<file path="config.mk">
export PLATFORM = sky130hd
export DESIGN_NAME = adcc_top
export DESIGN_NICKNAME = d
export VERILOG_FILES = /design/src/rtl/adcc_pkg.sv /design/src/rtl/adcc_prescaler.sv /design/src/rtl/adcc_edge.sv /design/src/rtl/adcc_top.sv
export SDC_FILE = /design/constraint.sdc
export NUM_CORES = 1
export LEC_CHECK = 0
export BUFFER_PORTS_ARGS = -buffer_cell sky130_fd_sc_hd__buf_2
export CAP_MARGIN = 15
export CORE_MARGIN = 1.5
export CORE_UTILIZATION = 54
export DETAILED_ROUTE_END_ITERATION = 10
export PLACE_DENSITY_LB_ADDON = 0.15
export SLEW_MARGIN = 40
export SYNTH_ARGS = -nofsm -noshare
export SYNTH_HDL_FRONTEND = slang
export SYNTH_SLANG_ARGS = --single-unit
</file>
<file path="constraint.sdc">
create_clock -name clock -period 5.8 [get_ports clock]
set_input_delay 0.29 -clock clock [delete_from_list [all_inputs] [get_ports clock]]
set_output_delay 0.29 -clock clock [all_outputs]
set_load 0.02 [all_outputs]
</file>
<file path="src/rtl/adcc_pkg.sv">
// Function
// [RL1] changing alignment re-presents the held result at once
// [RL2] left alignment: result 9..2 high byte, 1..0 in low bits 7..6
// [RL3] right alignment (default): 7..0 low byte, 9..8 in high bits 1..0
// [RL4] input select change waits until the running conversion completes
// [RL5] codes 0-7 single-ended inputs, 11110 bandgap, 11111 ground
// [RL6] codes 10000-10111 against input 1, 11000-11101 against input 2
// [RL7] enable powers converter; clearing it aborts a running conversion
// [RL8] single mode needs a start per conversion; free running only first
// [RL9] first conversion after enabling takes 25 converter cycles, else 13
// [RL10] start bit reads one while busy; writing zero does nothing
// [RL11] auto-trigger starts a conversion on the selected trigger's rising edge
// [RL12] flag set on completion; interrupt when flag, enable, global all one
// [RL13] flag cleared by interrupt vectoring or by writing one to it
// [RL14] software avoids read-modify-write on control register A
// [RL15] divider codes 000/001 by 2 up to 111 by 128
// [RL16] low byte read holds result until high byte read
// [RL17] left-aligned eight-bit users may read only the high byte
// [RL18] reference select change waits until the running conversion completes
// [RL19] trigger source zero is free running; switching to it never triggers
// [RL20] free running restarts immediately after each completion while enabled
// [RL21] start bit also reads one for auto-triggered conversions
package adcc_pkg;
  // register indices; byte address is four times the index
  localparam logic [9:0] ADCC_IDX_RES_LOW = 10'h078;
  localparam logic [9:0] ADCC_IDX_RES_HIGH = 10'h079;
  localparam logic [9:0] ADCC_IDX_CTRL_A = 10'h07a;
  localparam logic [9:0] ADCC_IDX_CTRL_B = 10'h07b;
  localparam logic [9:0] ADCC_IDX_MUX = 10'h07c;
  // control register a fields
  localparam int ADCC_A_POWER = 7;
  localparam int ADCC_A_START = 6;
  localparam int ADCC_A_AUTO = 5;
  localparam int ADCC_A_DONE = 4;
  localparam int ADCC_A_IRQ_EN = 3;
  // mux register fields
  localparam int ADCC_M_LEFT = 5;
  // reset values
  localparam logic [7:0] ADCC_RST_CTRL_A = 8'h00;
  localparam logic [7:0] ADCC_RST_MUX = 8'h00;
  localparam logic [2:0] ADCC_RST_TRIG_SRC = 3'h0;
  // conversion lengths in converter clock cycles
  localparam logic [4:0] ADCC_FIRST_CYCLES = 5'd25;
  localparam logic [4:0] ADCC_NORMAL_CYCLES = 5'd13;
  // special input select codes and the free-running trigger source
  localparam logic [4:0] ADCC_SEL_BANDGAP = 5'h1e;
  localparam logic [4:0] ADCC_SEL_GROUND = 5'h1f;
  localparam logic [2:0] ADCC_TRIG_FREE = 3'h0;
  // analog source selection kinds
  typedef enum logic [1:0] {
    ADCC_SRC_PIN = 2'b00,
    ADCC_SRC_BANDGAP = 2'b01,
    ADCC_SRC_GROUND = 2'b10,
    ADCC_SRC_NONE = 2'b11
  } adcc_src_t;
  // converter sequencing states
  typedef enum logic [1:0] {
    ADCC_OFF = 2'b00,
    ADCC_IDLE = 2'b01,
    ADCC_BUSY = 2'b10
  } adcc_state_t;
endpackage

</file>
<file path="src/rtl/adcc_prescaler.sv">
`timescale 1ns/10ps
module adcc_prescaler
  import adcc_pkg::*;
(
  // clock and reset
  input wire logic clock,
  input wire logic reset_n,
  // control
  input wire logic run,
  input wire logic [2:0] divider_select,
  // converter clock tick
  output logic tick
);
  logic [6:0] count;
  logic [6:0] limit;

  // [RL15] divide factor table
  always_comb
  begin
    case (divider_select)
      3'h0, 3'h1: limit = 7'h01;
      3'h2: limit = 7'h03;
      3'h3: limit = 7'h07;
      3'h4: limit = 7'h0f;
      3'h5: limit = 7'h1f;
      3'h6: limit = 7'h3f;
      default: limit = 7'h7f;
    endcase
  end

  // held at zero when stopped so each conversion starts on a full period
  always_ff @(posedge clock)
  begin
    if (!reset_n || !run)
      count <= 7'h00;
    else if (count >= limit)
      count <= 7'h00;
    else
      count <= count + 7'h01;
  end

  assign tick = run && (count >= limit);
endmodule

</file>
<file path="src/rtl/adcc_edge.sv">
`timescale 1ns/10ps
module adcc_edge
  import adcc_pkg::*;
(
  // clock and reset
  input wire logic clock,
  input wire logic reset_n,
  // level in, rising edge out
  input wire logic level,
  output logic rise
);
  logic last;

  // previous level; source is same-clock logic, so no synchroniser
  always_ff @(posedge clock)
  begin
    if (!reset_n)
      last <= 1'b0;
    else
      last <= level;
  end

  assign rise = level && !last;
endmodule

</file>
<file path="src/rtl/adcc_top.sv">
// Decided for this implementation: register access over APB.
`timescale 1ns/10ps
module adcc_top
  import adcc_pkg::*;
(
  // clock and reset
  input wire logic clock,
  input wire logic reset_n,
  // apb slave
  input wire logic psel,
  input wire logic penable,
  input wire logic pwrite,
  input wire logic [11:0] paddr,
  input wire logic [31:0] pwdata,
  output logic [31:0] prdata,
  output logic pready,
  output logic pslverr,
  // trigger sources, index 1..7 used, same clock domain
  input wire logic [7:1] trigger_sources,
  // processor interrupt side
  input wire logic global_irq_enable,
  input wire logic irq_vector_taken,
  output logic conversion_irq,
  // analog front end
  output logic converter_power,
  output logic conversion_active,
  output logic [1:0] active_reference,
  output adcc_src_t active_source,
  output logic [2:0] positive_input,
  output logic [2:0] negative_input,
  output logic differential_mode,
  input wire logic [9:0] analog_result
);
  adcc_state_t state;
  logic power_on;
  logic auto_trigger_on;
  logic done_flag;
  logic irq_enable;
  logic [2:0] clock_divider_select;
  logic [2:0] trigger_source_select;
  logic [1:0] reference_select;
  logic result_left_align;
  logic [4:0] input_select;
  logic [4:0] active_select;
  logic [9:0] conversion_result;
  logic result_locked;
  logic init_pending;
  logic [4:0] cycle_count;
  logic [4:0] cycle_target;
  logic adc_tick;
  logic trig_level;
  logic trig_rise;
  logic setup;
  logic access;
  logic mapped;
  logic [9:0] index;
  logic wr_a;
  logic wr_b;
  logic wr_mux;
  logic rd_low;
  logic rd_high;
  logic sw_start;
  logic start_now;
  logic finish;
  logic [7:0] res_low;
  logic [7:0] res_high;
  logic [7:0] rd_value;

  // bus decode; one setup and one access cycle per transfer
  assign index = paddr[11:2];
  assign setup = psel && !penable;
  assign access = psel && penable;
  assign mapped = (paddr[1:0] == 2'b00) &&
                  (index == ADCC_IDX_RES_LOW || index == ADCC_IDX_RES_HIGH ||
                   index == ADCC_IDX_CTRL_A || index == ADCC_IDX_CTRL_B ||
                   index == ADCC_IDX_MUX);
  assign pready = access;
  assign pslverr = access && !mapped;
  assign wr_a = access && pwrite && mapped && index == ADCC_IDX_CTRL_A;
  assign wr_b = access && pwrite && mapped && index == ADCC_IDX_CTRL_B;
  assign wr_mux = access && pwrite && mapped && index == ADCC_IDX_MUX;
  assign rd_low = access && !pwrite && mapped && index == ADCC_IDX_RES_LOW;
  assign rd_high = access && !pwrite && mapped && index == ADCC_IDX_RES_HIGH;

  // [RL1] presentation follows the live alignment bit, not the capture
  always_comb
  begin
    if (result_left_align)
    begin
      // [RL2] left aligned layout
      res_high = conversion_result[9:2];
      res_low = {conversion_result[1:0], 6'h00};
    end
    else
    begin
      // [RL3] right aligned layout
      res_high = {6'h00, conversion_result[9:8]};
      res_low = conversion_result[7:0];
    end
  end

  // read mux
  always_comb
  begin
    case (index)
      ADCC_IDX_RES_LOW: rd_value = res_low;
      ADCC_IDX_RES_HIGH: rd_value = res_high;
      // [RL10] [RL21] start bit reads the busy state for every conversion
      ADCC_IDX_CTRL_A: rd_value = {power_on, state == ADCC_BUSY,
        auto_trigger_on, done_flag, irq_enable, clock_divider_select};
      ADCC_IDX_CTRL_B: rd_value = {5'h00, trigger_source_select};
      ADCC_IDX_MUX: rd_value = {reference_select, result_left_align,
        input_select};
      default: rd_value = 8'h00;
    endcase
  end

  // read data captured in setup so it comes from a flip-flop
  always_ff @(posedge clock)
  begin
    if (!reset_n)
      prdata <= 32'h0000_0000;
    else if (setup && !pwrite && mapped)
      prdata <= {24'h00_0000, rd_value};
    else if (setup)
      prdata <= 32'h0000_0000;
  end

  // control register a writable fields
  always_ff @(posedge clock)
  begin
    if (!reset_n)
    begin
      power_on <= ADCC_RST_CTRL_A[ADCC_A_POWER];
      auto_trigger_on <= ADCC_RST_CTRL_A[ADCC_A_AUTO];
      irq_enable <= ADCC_RST_CTRL_A[ADCC_A_IRQ_EN];
      clock_divider_select <= ADCC_RST_CTRL_A[2:0];
    end
    else if (wr_a)
    begin
      // [RL7] enable bit powers the converter
      power_on <= pwdata[ADCC_A_POWER];
      auto_trigger_on <= pwdata[ADCC_A_AUTO];
      irq_enable <= pwdata[ADCC_A_IRQ_EN];
      clock_divider_select <= pwdata[2:0];
    end
  end

  // control register b and mux register
  always_ff @(posedge clock)
  begin
    if (!reset_n)
    begin
      trigger_source_select <= ADCC_RST_TRIG_SRC;
      reference_select <= ADCC_RST_MUX[7:6];
      result_left_align <= ADCC_RST_MUX[ADCC_M_LEFT];
      input_select <= ADCC_RST_MUX[4:0];
    end
    else
    begin
      if (wr_b)
        trigger_source_select <= pwdata[2:0];
      if (wr_mux)
      begin
        reference_select <= pwdata[7:6];
        result_left_align <= pwdata[ADCC_M_LEFT];
        input_select <= pwdata[4:0];
      end
    end
  end

  // [RL19] source zero selects a constant low, so switching to it never rises
  assign trig_level = (trigger_source_select == ADCC_TRIG_FREE) ? 1'b0 :
                      trigger_sources[trigger_source_select];

  adcc_edge u_trig_edge (
    .clock(clock),
    .reset_n(reset_n),
    .level(trig_level),
    .rise(trig_rise)
  );

  // [RL10] only a written one starts; a written zero leaves state alone
  assign sw_start = wr_a && pwdata[ADCC_A_START] && pwdata[ADCC_A_POWER];

  // start request while idle; triggers arriving mid-conversion are dropped
  always_comb
  begin
    start_now = 1'b0;
    if (power_on || sw_start)
    begin
      // [RL8] software start for each single conversion
      if (sw_start)
        start_now = 1'b1;
      // [RL11] rising trigger edge with auto-trigger on
      if (power_on && auto_trigger_on && trig_rise &&
          trigger_source_select != ADCC_TRIG_FREE)
        start_now = 1'b1;
    end
  end

  adcc_prescaler u_prescaler (
    .clock(clock),
    .reset_n(reset_n),
    .run(state == ADCC_BUSY),
    .divider_select(clock_divider_select),
    .tick(adc_tick)
  );

  // [RL9] longer first conversion performs initialization
  assign finish = state == ADCC_BUSY && adc_tick &&
                  cycle_count == cycle_target - 5'd1;

  // conversion sequencer
  always_ff @(posedge clock)
  begin
    if (!reset_n)
    begin
      state <= ADCC_OFF;
      cycle_count <= 5'd0;
      cycle_target <= ADCC_NORMAL_CYCLES;
      init_pending <= 1'b0;
    end
    else
    begin
      case (state)
        ADCC_OFF:
        begin
          cycle_count <= 5'd0;
          if (wr_a && pwdata[ADCC_A_POWER])
          begin
            // [RL9] start written together with enable counts as first
            init_pending <= 1'b1;
            if (sw_start)
            begin
              state <= ADCC_BUSY;
              cycle_target <= ADCC_FIRST_CYCLES;
              init_pending <= 1'b0;
            end
            else
              state <= ADCC_IDLE;
          end
        end
        ADCC_IDLE:
        begin
          cycle_count <= 5'd0;
          if (wr_a && !pwdata[ADCC_A_POWER])
            state <= ADCC_OFF;
          else if (start_now)
          begin
            state <= ADCC_BUSY;
            cycle_target <= init_pending ? ADCC_FIRST_CYCLES :
                            ADCC_NORMAL_CYCLES;
            init_pending <= 1'b0;
          end
        end
        ADCC_BUSY:
        begin
          // [RL7] disabling before the finishing cycle aborts the conversion, no result, no flag
          if (wr_a && !pwdata[ADCC_A_POWER])
            state <= ADCC_OFF;
          else if (finish)
          begin
            cycle_count <= 5'd0;
            cycle_target <= ADCC_NORMAL_CYCLES;
            // [RL20] free running chains the next conversion at once
            if (!(auto_trigger_on &&
                  trigger_source_select == ADCC_TRIG_FREE))
              state <= ADCC_IDLE;
          end
          else if (adc_tick)
            cycle_count <= cycle_count + 5'd1;
        end
        default:
          state <= ADCC_OFF;
      endcase
    end
  end

  // [RL4] [RL18] selections latch only while no conversion runs or in the cycle one finishes
  always_ff @(posedge clock)
  begin
    if (!reset_n)
    begin
      active_select <= ADCC_RST_MUX[4:0];
      active_reference <= ADCC_RST_MUX[7:6];
    end
    else if (state != ADCC_BUSY || finish)
    begin
      active_select <= input_select;
      active_reference <= reference_select;
    end
  end

  // [RL5] [RL6] decode of the latched input select code
  always_comb
  begin
    positive_input = active_select[2:0];
    negative_input = 3'h0;
    differential_mode = 1'b0;
    active_source = ADCC_SRC_PIN;
    if (active_select == ADCC_SEL_BANDGAP)
      active_source = ADCC_SRC_BANDGAP;
    else if (active_select == ADCC_SEL_GROUND)
      active_source = ADCC_SRC_GROUND;
    else if (active_select[4:3] == 2'b01)
      active_source = ADCC_SRC_NONE;
    else if (active_select[4])
    begin
      differential_mode = 1'b1;
      negative_input = active_select[3] ? 3'h2 : 3'h1;
    end
  end

  // [RL16] low byte read locks the result until the high byte is read
  always_ff @(posedge clock)
  begin
    if (!reset_n)
      result_locked <= 1'b0;
    else if (rd_high)
      result_locked <= 1'b0;
    else if (rd_low)
      result_locked <= 1'b1;
  end

  // result capture; a result finished while locked is lost
  always_ff @(posedge clock)
  begin
    if (!reset_n)
      conversion_result <= 10'h000;
    else if (finish && !result_locked)
      conversion_result <= analog_result;
  end

  // [RL12] [RL13] done flag; set wins over either clear
  always_ff @(posedge clock)
  begin
    if (!reset_n)
      done_flag <= ADCC_RST_CTRL_A[ADCC_A_DONE];
    else if (finish)
      done_flag <= 1'b1;
    else if (irq_vector_taken || (wr_a && pwdata[ADCC_A_DONE]))
      done_flag <= 1'b0;
  end

  // [RL12] interrupt request
  assign conversion_irq = done_flag && irq_enable && global_irq_enable;

  // analog front end status
  assign converter_power = power_on;
  assign conversion_active = state == ADCC_BUSY;
endmodule

</file>
Word-level counts from Yosys, hierarchy flattened
Cells that the tools add are included.

storage, ports and cells
  output and inout bits = 48
  input port bits = 68
  register bits = 65
  word-level logic and storage cells = 170

operators by class
  add/subtract/negate cells = 3
  muxes and demuxes = 51
  $lt $le $gt $ge = 2
  bitwise logic cells = 1
  reduce and logical (&&, ||, !) cells = 65
  eq/ne operators = 28

operators by type and width
  operator             count
  $eq 10x7->1 const B  5
  $mux 5               10
  $pmux 7 s6           1
  $pmux 8 s5           1
  $mux 8               4
  $logic_and 1x1->1    31
  $mux 2               15
  $mux 1               15
  $pmux 5 s3           1
  $ne 2x2->1 const B   7
  $ne 3x3->1 const B   4
  $eq 5x5->1 const B   2
  $pmux 5 s2           1
  $eq 3x3->1 const B   3
  $logic_not 1->1      8
  $logic_or 1x1->1     8
  $reduce_and 4->1     2
  $reduce_bool 2->1    4
  $reduce_or 2->1      4
  $add 7x1->7 const B  1
  $ge 7x7->1           1
  $reduce_and 7->1     1
  $eq 3x2->1 const B   2
  $logic_not 3->1      2
  14 further kinds     17

Longest topological paths before layout
Gate-level depths: netlist (run 1).

  depth after elaboration = 16
  mapped depth = 9
  gate-level depth less buffers = 8

Hierarchy
From an unflattened synthesis (run 1), not the netlist that was laid out.

unflattened totals
  cell total of the unflattened synthesis = 425
  area total of the unflattened synthesis = 3,540.9 µm²

by module, submodules not included
  module          cells each  sequential area each (µm²)  area each (µm²)  instances
  adcc_top        373         1,081.0                     3,051.7          1
  adcc_prescaler  49          140.1                       449.2            1
  adcc_edge       3           20.0                        40.0             1

Worst setup path after synthesis (run 1)
No wires, ideal clock.

  kind = reg-to-reg
  start point = reg clock_divider_select[2]
  end point = reg conversion_result[0]
  period minus slack after synthesis = 2,210 ps
  cell stages (with the launch flop) = 10
  library setup time = 128 ps
  arrival time = 2,082 ps
  setup slack = 3,590 ps
  required time = 5,672 ps
  buffers on the path = 1
  path through = dfxtp_1 clkbuf_1 nor2_1 ha_1 a211oi_1 o21ai_0 nand3_1 nor2_2 mux2i_1 nor2_1

on the way
  cells in the longest elaborated chain, start to end = 8
  elaborated cells on any way between the ends = 14
  classes of those cells = order compare: 1; eq/ne: 6; mux: 1; reduce/logical: 6

RTL lines
  what                                           RTL line              RTL
  start: declaration                             adcc_top.sv:39        logic [2:0] clock_divider_select;
  start signal: assignment                       adcc_top.sv:137       clock_divider_select <= ADCC_RST_CTRL_A[2:0];
  start signal: assignment                       adcc_top.sv:145       clock_divider_select <= pwdata[2:0];
  $eq 3x1->1 or $logic_not 3->1 (tied branches)  adcc_prescaler.sv:20  case (divider_select)
  $reduce_or 2->1                                adcc_prescaler.sv:20
  $pmux 7 s6 (*)                                 adcc_prescaler.sv:20
  $ge 7x7->1 (*)                                 adcc_prescaler.sv:42  assign tick = run && (count >= limit);
  $logic_and 1x1->1 (*)                          adcc_prescaler.sv:42
  $logic_and 1x1->1 (*) (2 in series)            adcc_top.sv:211       assign finish = state == ADCC_BUSY && adc_tick &&
  $logic_and 1x1->1 (*)                          adcc_top.sv:331       else if (finish && !result_locked)
  end signal: assignment                         adcc_top.sv:332       conversion_result <= analog_result;
  end: declaration                               adcc_top.sv:45        logic [9:0] conversion_result;

Mark *: on every way between the ends. The rest lies on a longest branch, timed or not.
A chain may end at the register's enable or synchronous reset.

Worst setup path in the final report (run 1)
  start point = reg clock_divider_select[1]
  end point = reg conversion_result[3]

Same word-level chain as after synthesis.

==> flow_metrics.tcl, run 1 <==
set metrics [dict create \
    synth-edff-count 0 \
    timing.hold.ws_ns 0.181 \
    finalWorstSetupSlack_ns 3.17 \
    synth-seq-area-share_pct 35.7 \
    cp_cell_sequence "a21oi_1 -> ha_1 -> o21ai_0 -> o21ai_0 -> nand3_1 -> nor2_2 -> mux2i_1 -> nor2_1" \
    vdd_drop_max_mv 0.177 \
    dp_slack_ns 3.17 \
    tns_ns 0 \
    ctsHoldBuffers 0 \
    cts_buffer_depth 2 \
    die_area_um2 6920 \
    p_int_mw 0.673 \
    io_buffers 66 \
    yosysWarnings 0 \
    p_seq_share_pct 48.1 \
    fin_area_um2 3930 \
    grt_overflow 0 \
    p_total_mw 0.886 \
    critPathBufInv 0 \
    grt_pass1_vias 2717 \
    power_leakage_nw 1.61 \
    drc 0 \
    worst_slew_pin_slew_ns 0.672 \
    rrSetupSlack_ns 3.17 \
    status "finished clean" \
    stdcell_count 549 \
    synthArstFlopShare_pct 0 \
    power.share.clock_pct 45.5 \
    layout_commonest_cell "buf_2" \
    crit_path_max_fanout 10 \
    routedWlPerCell_um 14.2 \
    end_kind "flip-flop" \
    initial_core_util_pct 55.4 \
    worst-setup-path-type "reg2reg" \
    viasPerCell 5.42 \
    startpoint_type "flip-flop" \
    period_share_pct 45.4 \
    core_area_um2 6280 \
    drt_iter0_drc 154 \
    min_path_type "in2reg" \
    die_w_um 83.2 \
    hpwl_mm 5.86 \
    antenna_found_initial 0 \
    rsz0062_at_grt "false" \
    dp_cells 534 \
    combPwrFrac_pct 6.5 \
    wl_mm 7.80 \
    antenna_cells 0 \
    min_period_ns 2.63 \
    grt_max_degree 41 \
    die_y_um 83.2 \
    io_pins 116 \
    slowest_stage "nor2_2" \
    hold_violations 0 \
    cts_resized 0 \
    arrival_ns 2.85 \
    postPlaceCellArea_um2 3730 \
    final_cell_mix "66 x buf_2, 65 x nor2_1, 62 x dfxtp_1, 42 x mux2i_1, 29 x nand2_1" \
    num_vias 2973 \
    critical_path.most_common_cell "o21ai_0" \
    clk_pin_slew_ns 0.07 \
    post_cts_buffers 0 \
    cap_violations 0 \
    final_util_pct 62.7 \
    yosysUniqueCellTypes 54 \
    track_usage_pct 23.5 \
    h-tree-depth 3 \
    cts_tree "yes" \
    p_per_area_nw_per_um2 225 \
    crit_required_ns 6.02 \
    syn-instance-count 411 \
    nets 549 \
    syn_area_per_cell_um2 8.45 \
    cts.sinks 62 \
    postRouteAntennaNets 0 \
    drt_pass1_iterations 4 \
    setup_viol 0 \
    p_switching_mw 0.213 \
    numCtsBuffers 9 \
    crit_family "simple AND/OR/NAND/NOR gates" \
    critPathMaxStageDelay_ns 0.58 \
    finalClockSkew_ns 0.00795 \
    p_sw_share_pct 24.0 \
    clkLatencyLatePin_ns 0.34 \
    clock.fmax_mhz 380 \
    slew_violations 0 \
    grt_pass1_wl_mm 13.1 \
    rows 29 \
    gp_congestion 0.843 \
    max_slew_margin_pct 54.9 \
    netlist_area_um2 3470 \
    layout-drive-gt1-share_pct 19.9 \
    area_growth_pct 13.2 \
    synth_flop_cell "dfxtp_1" \
    ys_ff_latch 62 \
    root_buffer "clkbuf_8" \
]
==> power by group through the flow <==
stage	Clock [mW]	Sequential, mW	Combinational (mW)
after floorplan	0	0.435	0.0476
after global placement	0	0.435	0.0560
after detailed placement	0	0.435	0.0568
after CTS	0.407	0.426	0.0569
after global routing	0.431	0.425	0.0623
final	0.403	0.426	0.0572
==> final cells by class <==
cell class | count | area, um^2
tap | 77 | 96.3
inverter | 16 | 60.1
fill | 571 | 2340
clock buffer | 12 | 165
clock inverter | 3 | 42.5
sequential | 62 | 1240
timing repair buffer | 68 | 345
multi-input combinational | 311 | 1980
==> registers in the layout, summed over array words and instances (netlist names), 2 cells and up <==
register and count:
cycle_count 5, input_select 5, prdata 8, cycle_target 2, u_prescaler.count 7, active_reference 2
reference_select 2, active_select 5, conversion_result 10, clock_divider_select 3, trigger_source_select 3, state 2
==> routing by layer <==
metal / vias up / GRT usage [%] / part of all wire, %
li1: 1493 / - / -
met1: 1377 / 31.8 / 48
met2: 93 / 36.4 / 45
met3: 10 / 6.16 / 5.6
met4: 0 / 8.18 / 1.3
met5: - / 0 / 0
==> synth_stat cells, types with 2 or more instances <==
cell type | instances | area, um^2
a211oi_1 | 3 | 22.5
a21oi_1 | 14 | 70.1
xnor2_1 | 7 | 61.3
nand4_1 | 3 | 18.8
a31oi_1 | 3 | 18.8
nor4b_1 | 3 | 26.3
nor3_1 | 5 | 25.0
inv_1 | 15 | 56.3
ha_1 | 13 | 163
nand3_1 | 12 | 60.1
nor4_1 | 5 | 31.3
clkbuf_1 | 13 | 48.8
mux2_2 | 2 | 22.5
and2_1 | 3 | 18.8
and4b_1 | 2 | 20.0
and3_1 | 5 | 31.3
dfxtp_1 | 62 | 1240
nor2_1 | 65 | 244
buf_4 | 28 | 210
a22oi_1 | 10 | 75.1
nor3b_1 | 6 | 45.0
nand2b_1 | 2 | 12.5
nor2b_1 | 2 | 12.5
a2bb2oi_1 | 2 | 17.5
buf_2 | 3 | 15.0
mux2i_1 | 42 | 420
o21ai_0 | 23 | 115
nand2_1 | 29 | 109
xor2_1 | 4 | 35.0
==> worst paths after layout <==
path,from,end,cells after the start
worst min-delay path,analog_result[2],conversion_result[2],3
worst min register to register,prdata[3],prdata[3],2
worst max-delay path,clock_divider_select[1],conversion_result[3],8
worst max register to register,clock_divider_select[1],conversion_result[3],8
==> worst reg2reg max path, cell delays in order, from the launching register on <==
cell and delay [ns]:
dfxtp_1 0.43, a21oi_1 0.10, ha_1 0.28, o21ai_0 0.08, o21ai_0 0.41, nand3_1 0.30
nor2_2 0.58, mux2i_1 0.27, nor2_1 0.05
==> logic make-up (layout without fill, tap and decap cells) <==
group | after synthesis | count (layout) | share of synthesized area [%]
DFF | 62 | 62 | 35.7
buffers and inverters | 62 | 99 | 10.0
xor gates and xnor gates | 11 | 11 | 2.77
AOI/OAI and AO/OA | 70 | 70 | 13.2
and+or+nand+nor | 147 | 147 | 20.1
adders and majority gates | 13 | 13 | 4.68
other | 1 | 25 | 0.108
muxes | 45 | 45 | 13.4
Power figures use the tool's default switching activity.
==> inputs of run 2 (changes only) <==
--- a/config.mk
+++ b/config.mk
@@ -8,7 +8,7 @@
 export BUFFER_PORTS_ARGS = -buffer_cell sky130_fd_sc_hd__buf_2
 export CAP_MARGIN = 15
 export CORE_MARGIN = 1.5
-export CORE_UTILIZATION = 54
+export CORE_UTILIZATION = 46
 export DETAILED_ROUTE_END_ITERATION = 10
 export PLACE_DENSITY_LB_ADDON = 0.15
 export SLEW_MARGIN = 40
==> constraint.sdc (replaced) <==
create_clock -name clock -period 2.35 [get_ports clock]
set_input_delay 0.1175 -clock clock [delete_from_list [all_inputs] [get_ports clock]]
set_output_delay 0.1175 -clock clock [all_outputs]
set_load 0.02 [all_outputs]
==> run 2 against run 1 <==
Net effect:
- sequential power grew 150%
- clock power grew to 2.6 times the previous value
- wire length grew 3.4%
- clock skew grew 0.0027 ns
- core utilization shrank 6.9 points
==> flow_metrics.tcl, run 2 (same netlist as run 1, synthesis figures left out) <==
set metrics [dict create \
    die_y_um 89.9 \
    cap_violations 0 \
    period_share_pct 92.0 \
    status "finished clean" \
    nets 559 \
    cts_buffer_depth 2 \
    layout-drive-gt1-share_pct 22.2 \
    final_util_pct 55.7 \
    crit_path_max_fanout 5 \
    r2r_cells 9 \
    power_leakage_nw 1.67 \
    rsz0062_at_grt "false" \
    reg.largest.list "conversion_result x10, prdata x8, u_prescaler.count x7" \
    setup_viol 0 \
    clkLatencyLatePin_ns 0.35 \
    dp_slack_ns -0.00731 \
    min_period_ns 2.16 \
    grt_pass1_vias 2865 \
    min_path_cells 3 \
    crit_required_ns 2.62 \
    cp_cell_sequence "a21oi_1 -> ha_1 -> o21ai_0 -> o21ai_1 -> buf_4 -> nand4_1 -> a21o_1 -> a2111o_1 -> a21oi_1" \
    gp_congestion 0.846 \
    vdd_drop_max_mv 0.360 \
    antenna_cells 0 \
    root_buffer "clkbuf_8" \
    cts_tree "yes" \
    dp_cells 565 \
    end_kind "flip-flop" \
    initial_core_util_pct 47.6 \
    numCtsBuffers 9 \
    path_depth 9 \
    grt_max_degree 41 \
    num_vias 3041 \
    antenna_found_initial 0 \
    finalClockSkew_ns 0.0106 \
    layout_commonest_cell "buf_2" \
    startpoint_type "flip-flop" \
    final_cell_mix "66 x buf_2, 65 x nor2_1, 60 x dfxtp_1, 42 x mux2i_1, 29 x nand2_1" \
    core_area_um2 7290 \
    wl_mm 8.06 \
    critical_path.most_common_cell "a21oi_1" \
    p_per_area_nw_per_um2 547 \
    drt_iter0_drc 134 \
    io_buffers 66 \
    die_area_um2 8080 \
    rows 31 \
    min_path_type "in2reg" \
    h-tree-depth 3 \
    critPathBufInv 1 \
    tns_ns 0 \
    cts.sinks 62 \
    crit_family "compound AO/OA/AOI/OAI gates" \
    hpwl_mm 6.07 \
    stdcell_count 582 \
    grt_pass1_wl_mm 13.7 \
    routedWlPerCell_um 13.9 \
    slew_violations 0 \
    drc 0 \
    area_growth_pct 17.0 \
    worst_slew_pin_slew_ns 0.619 \
    critPathMaxStageDelay_ns 0.40 \
    arrival_ns 2.43 \
    slowest_stage "dfxtp_1" \
    die_w_um 89.9 \
    postRouteAntennaNets 0 \
    viasPerCell 5.23 \
    worst-setup-path-type "reg2reg" \
    grt_overflow 0 \
    largest_reg_flops 10 \
    timing.hold.ws_ns 0.00804 \
    clock.fmax_mhz 462 \
    hold_violations 0 \
    track_usage_pct 20.9 \
    max_slew_margin_pct 58.4 \
    finalWorstSetupSlack_ns 0.187 \
    drt_pass1_iterations 4 \
    largest_register "conversion_result" \
    io_pins 116 \
    clk_pin_slew_ns 0.07 \
]
-- run 2: area by class of cell --
class	instances	area, um^2
fillers	706	3230
multi-input cells	311	1990
flip-flops and latches	62	1240
repair buffers	78	433
clock buffers	10	128
well taps	99	124
clock inverters	6	86.3
inverters	16	60.1
-- run 2: per-layer routing --
metal	track usage [%]	part of all wire, %	vias up	routed length [um]
li1	-	-	1514	-
met1	27.7	47	1419	3800
met2	34.0	45	101	3670
met3	3.89	6.4	7	519
met4	7.14	1.0	0	82
met5	0	0	-	0
-- run 2: worst reg2reg max path: stages, from the launching register on --
cell and delay, ns:
dfxtp_1 0.40, a21oi_1 0.10, ha_1 0.27, o21ai_0 0.08, o21ai_1 0.24, buf_4 0.17
nand4_1 0.08, a21o_1 0.24, a2111o_1 0.38, a21oi_1 0.14
-- run 2: timing repair --
| action | 4_1_cts | 5_1_grt |
|---|---|---|
| setup buffers | 0 | 1 |
| endpoints found under the hold margin | 0 | 0 |
| gates resized for setup | 1 | 5 |
| hold buffers | 0 | 0 |
| endpoints found under the setup margin | 11 | 24 |
-- run 2: final timing paths --
path                           start                    to  slack (ns)
max          clock_divider_select[0]       cycle_target[4]        0.19
min                 analog_result[2]  conversion_result[2]       0.008
max reg2reg  clock_divider_select[0]       cycle_target[4]        0.19
min reg2reg                prdata[2]             prdata[2]        0.46
-- run 2: stage by stage --
| step | cell area (um^2) | power [mW] |
|---|---|---|
| 2_1_floorplan | 3560 | 1.19 |
| 3_3_place_gp | 3830 | 1.22 |
| 3_5_place_dp | 3830 | 1.22 |
| 4_1_cts | 4050 | 2.24 |
| 5_1_grt | 4070 | 2.29 |
| 6_report | 4070 | 2.22 |
-- run 2: where the power goes --
part / switching, mW / leakage, nW / internal (mW)
clock network: 0.433 / 0.106 / 0.595
logic: 0.101 / 1.06 / 0.0426
registers: 0.000116 / 0.500 / 1.05
==> inputs of run 3 (changes only) <==
--- a/config.mk
+++ b/config.mk
@@ -11,6 +11,7 @@
 export CORE_UTILIZATION = 46
 export DETAILED_ROUTE_END_ITERATION = 10
 export PLACE_DENSITY_LB_ADDON = 0.15
+export REMOVE_ABC_BUFFERS = 1
 export SLEW_MARGIN = 40
 export SYNTH_ARGS = -nofsm -noshare
 export SYNTH_HDL_FRONTEND = slang
==> run 3 against run 2 <==
Net effect:
- total power decreased by 4.2%
- worst setup slack better by 0.0020 ns
- clock skew increased by 0.0013 ns
- via count about the same
- clock power shrank 9.9%
- final area is 0.86% higher
- flip-flop and latch count unchanged
- hold slack better by 0.0064 ns
- first-iteration DRC count is 4.5% higher
- non-clock buffer count increased by 7
- count of clock-buffer cells in the layout up 1
- sequential share of layout area fell by 0.23 points
- critical endpoint is now cycle_count[0]
- largest cell class unchanged
- largest power group unchanged
- highest routed layer unchanged
==> flow_metrics.tcl, run 3 (same netlist as run 1, synthesis figures left out) <==
set metrics [dict create \
    setup_viol 0 \
    die_area_um2 8080 \
    track_usage_pct 20.3 \
    viasPerCell 5.17 \
    io_buffers 66 \
    die_y_um 89.9 \
    critPathBufInv 2 \
    largest_reg_flops 10 \
    root_buffer "clkbuf_8" \
    p_per_area_nw_per_um2 519 \
    clock.fmax_mhz 463 \
    cap_violations 0 \
    critPathMaxStageDelay_ns 0.39 \
    antenna_cells 0 \
    h-tree-depth 3 \
    grt_pass1_vias 2863 \
    final_cell_mix "66 x buf_2, 65 x nor2_1, 59 x dfxtp_1, 42 x mux2i_1, 29 x nand2_1" \
    initial_core_util_pct 47.6 \
    startpoint_type "flip-flop" \
    crit_required_ns 2.59 \
    grt_max_degree 41 \
    grt_pass1_wl_mm 13.3 \
    routedWlPerCell_um 13.6 \
    postRouteAntennaNets 0 \
    io_pins 116 \
    clkLatencyLatePin_ns 0.35 \
    p_total_mw 2.13 \
    min_period_ns 2.16 \
    min_path_type "in2reg" \
    vdd_drop_max_mv 0.368 \
    arrival_ns 2.40 \
    crit_family "compound AO/OA/AOI/OAI gates" \
    grt_overflow 0 \
    postPlaceCellArea_um2 3830 \
    max_slew_margin_pct 60.7 \
    rows 31 \
    cp_cell_sequence "nand3_1 -> ha_1 -> a2111oi_1 -> o21ai_1 -> buf_4 -> a31oi_1 -> buf_4 -> nor2_1 -> xnor2_1 -> nor2_1" \
    fillers 679 \
    cts.sinks 62 \
    period_share_pct 92.0 \
    rrSetupSlack_ns 0.19 \
    power_leakage_nw 1.68 \
    slew_violations 0 \
    layout_commonest_cell "buf_2" \
    hpwl_mm 5.88 \
    num_vias 3038 \
    fin_area_um2 4100 \
    worst-setup-path-type "reg2reg" \
    finalClockSkew_ns 0.0120 \
    area_growth_pct 18.0 \
    reg.largest.list "conversion_result x10, prdata x8, u_prescaler.count x7" \
    antenna_found_initial 0 \
    cts_tree "yes" \
    crit_path_max_fanout 8 \
    slowest_stage "dfxtp_2" \
    core_area_um2 7290 \
    nets 566 \
    die_w_um 89.9 \
    layout-drive-gt1-share_pct 21.7 \
    drt_pass1_iterations 4 \
    end_kind "flip-flop" \
    cts_buffer_depth 2 \
    clk_pin_slew_ns 0.07 \
    hold_violations 0 \
    wl_mm 8.00 \
    worst_slew_pin_slew_ns 0.585 \
    drt_iter0_drc 140 \
    numCtsBuffers 9 \
    status "finished clean" \
    drc 0 \
    largest_register "conversion_result" \
    gp_congestion 0.857 \
]
==> run 3: what timing repair did <==
item | in CTS | in global routing
endpoints found under the hold margin | 7 | 0
setup endpoints to repair | 10 | 33
gates resized for setup | 1 | 6
setup buffers | 0 | 0
hold buffers | 7 | 0
==> run 3: power breakdown <==
group | switching (mW) | internal [mW]
clock network | 0.419 | 0.509
registers | 0.000115 | 1.05
logic | 0.101 | 0.0490
total | 0.520 | 1.61
==> run 3: area by class of cell <==
type                       count  area, um^2  area share [%]
multi-input combinational    311        1990            48.6
sequential                    62        1240            30.4
timing repair buffer          85         490            12.0
clock buffer                  11         141            3.45
tap                           99         124            3.02
inverter                      16        60.1            1.46
clock inverter                 4        47.5            1.16
==> run 3: through the flow <==
step	util (%)	TNS, ns	setup WS [ns]	hold WS, ns	instances
2_1_floorplan	-	-0.197	-0.197	0.209	389
3_3_place_gp	52.5	0	0.00313	0.351	566
3_5_place_dp	52.5	-0.262	-0.0419	0.358	566
4_1_cts	56.1	0	0.0334	0.000329	588
5_1_grt	56.2	-0.196	-0.0503	0.0160	588
6_report	56.2	0	0.189	0.0145	588
==> run 3: final timing paths <==
check / depth (start not counted) / endpoint / startpoint
hold reg to reg: 2 / prdata[0] / prdata[0]
setup reg to reg: 10 / cycle_count[0] / clock_divider_select[2]
setup / recovery: 10 / cycle_count[0] / clock_divider_select[2]
hold / removal: 3 / conversion_result[9] / analog_result[9]
==> run 3: worst min-delay path: cells and delay by family <==
kind                   cells  cell delay [ns]
muxes                      1             0.05
and+or+nand+nor            1             0.07
buffers and inverters      1             0.07
==> run 3: routing by layer <==
metal	wire [um]	global-route usage, %	vias to the layer above
met5	0	0	-
met4	41	8.73	0
met3	483	4.40	4
met2	3640	32.6	93
met1	3830	26.3	1411
li1	-	-	1530
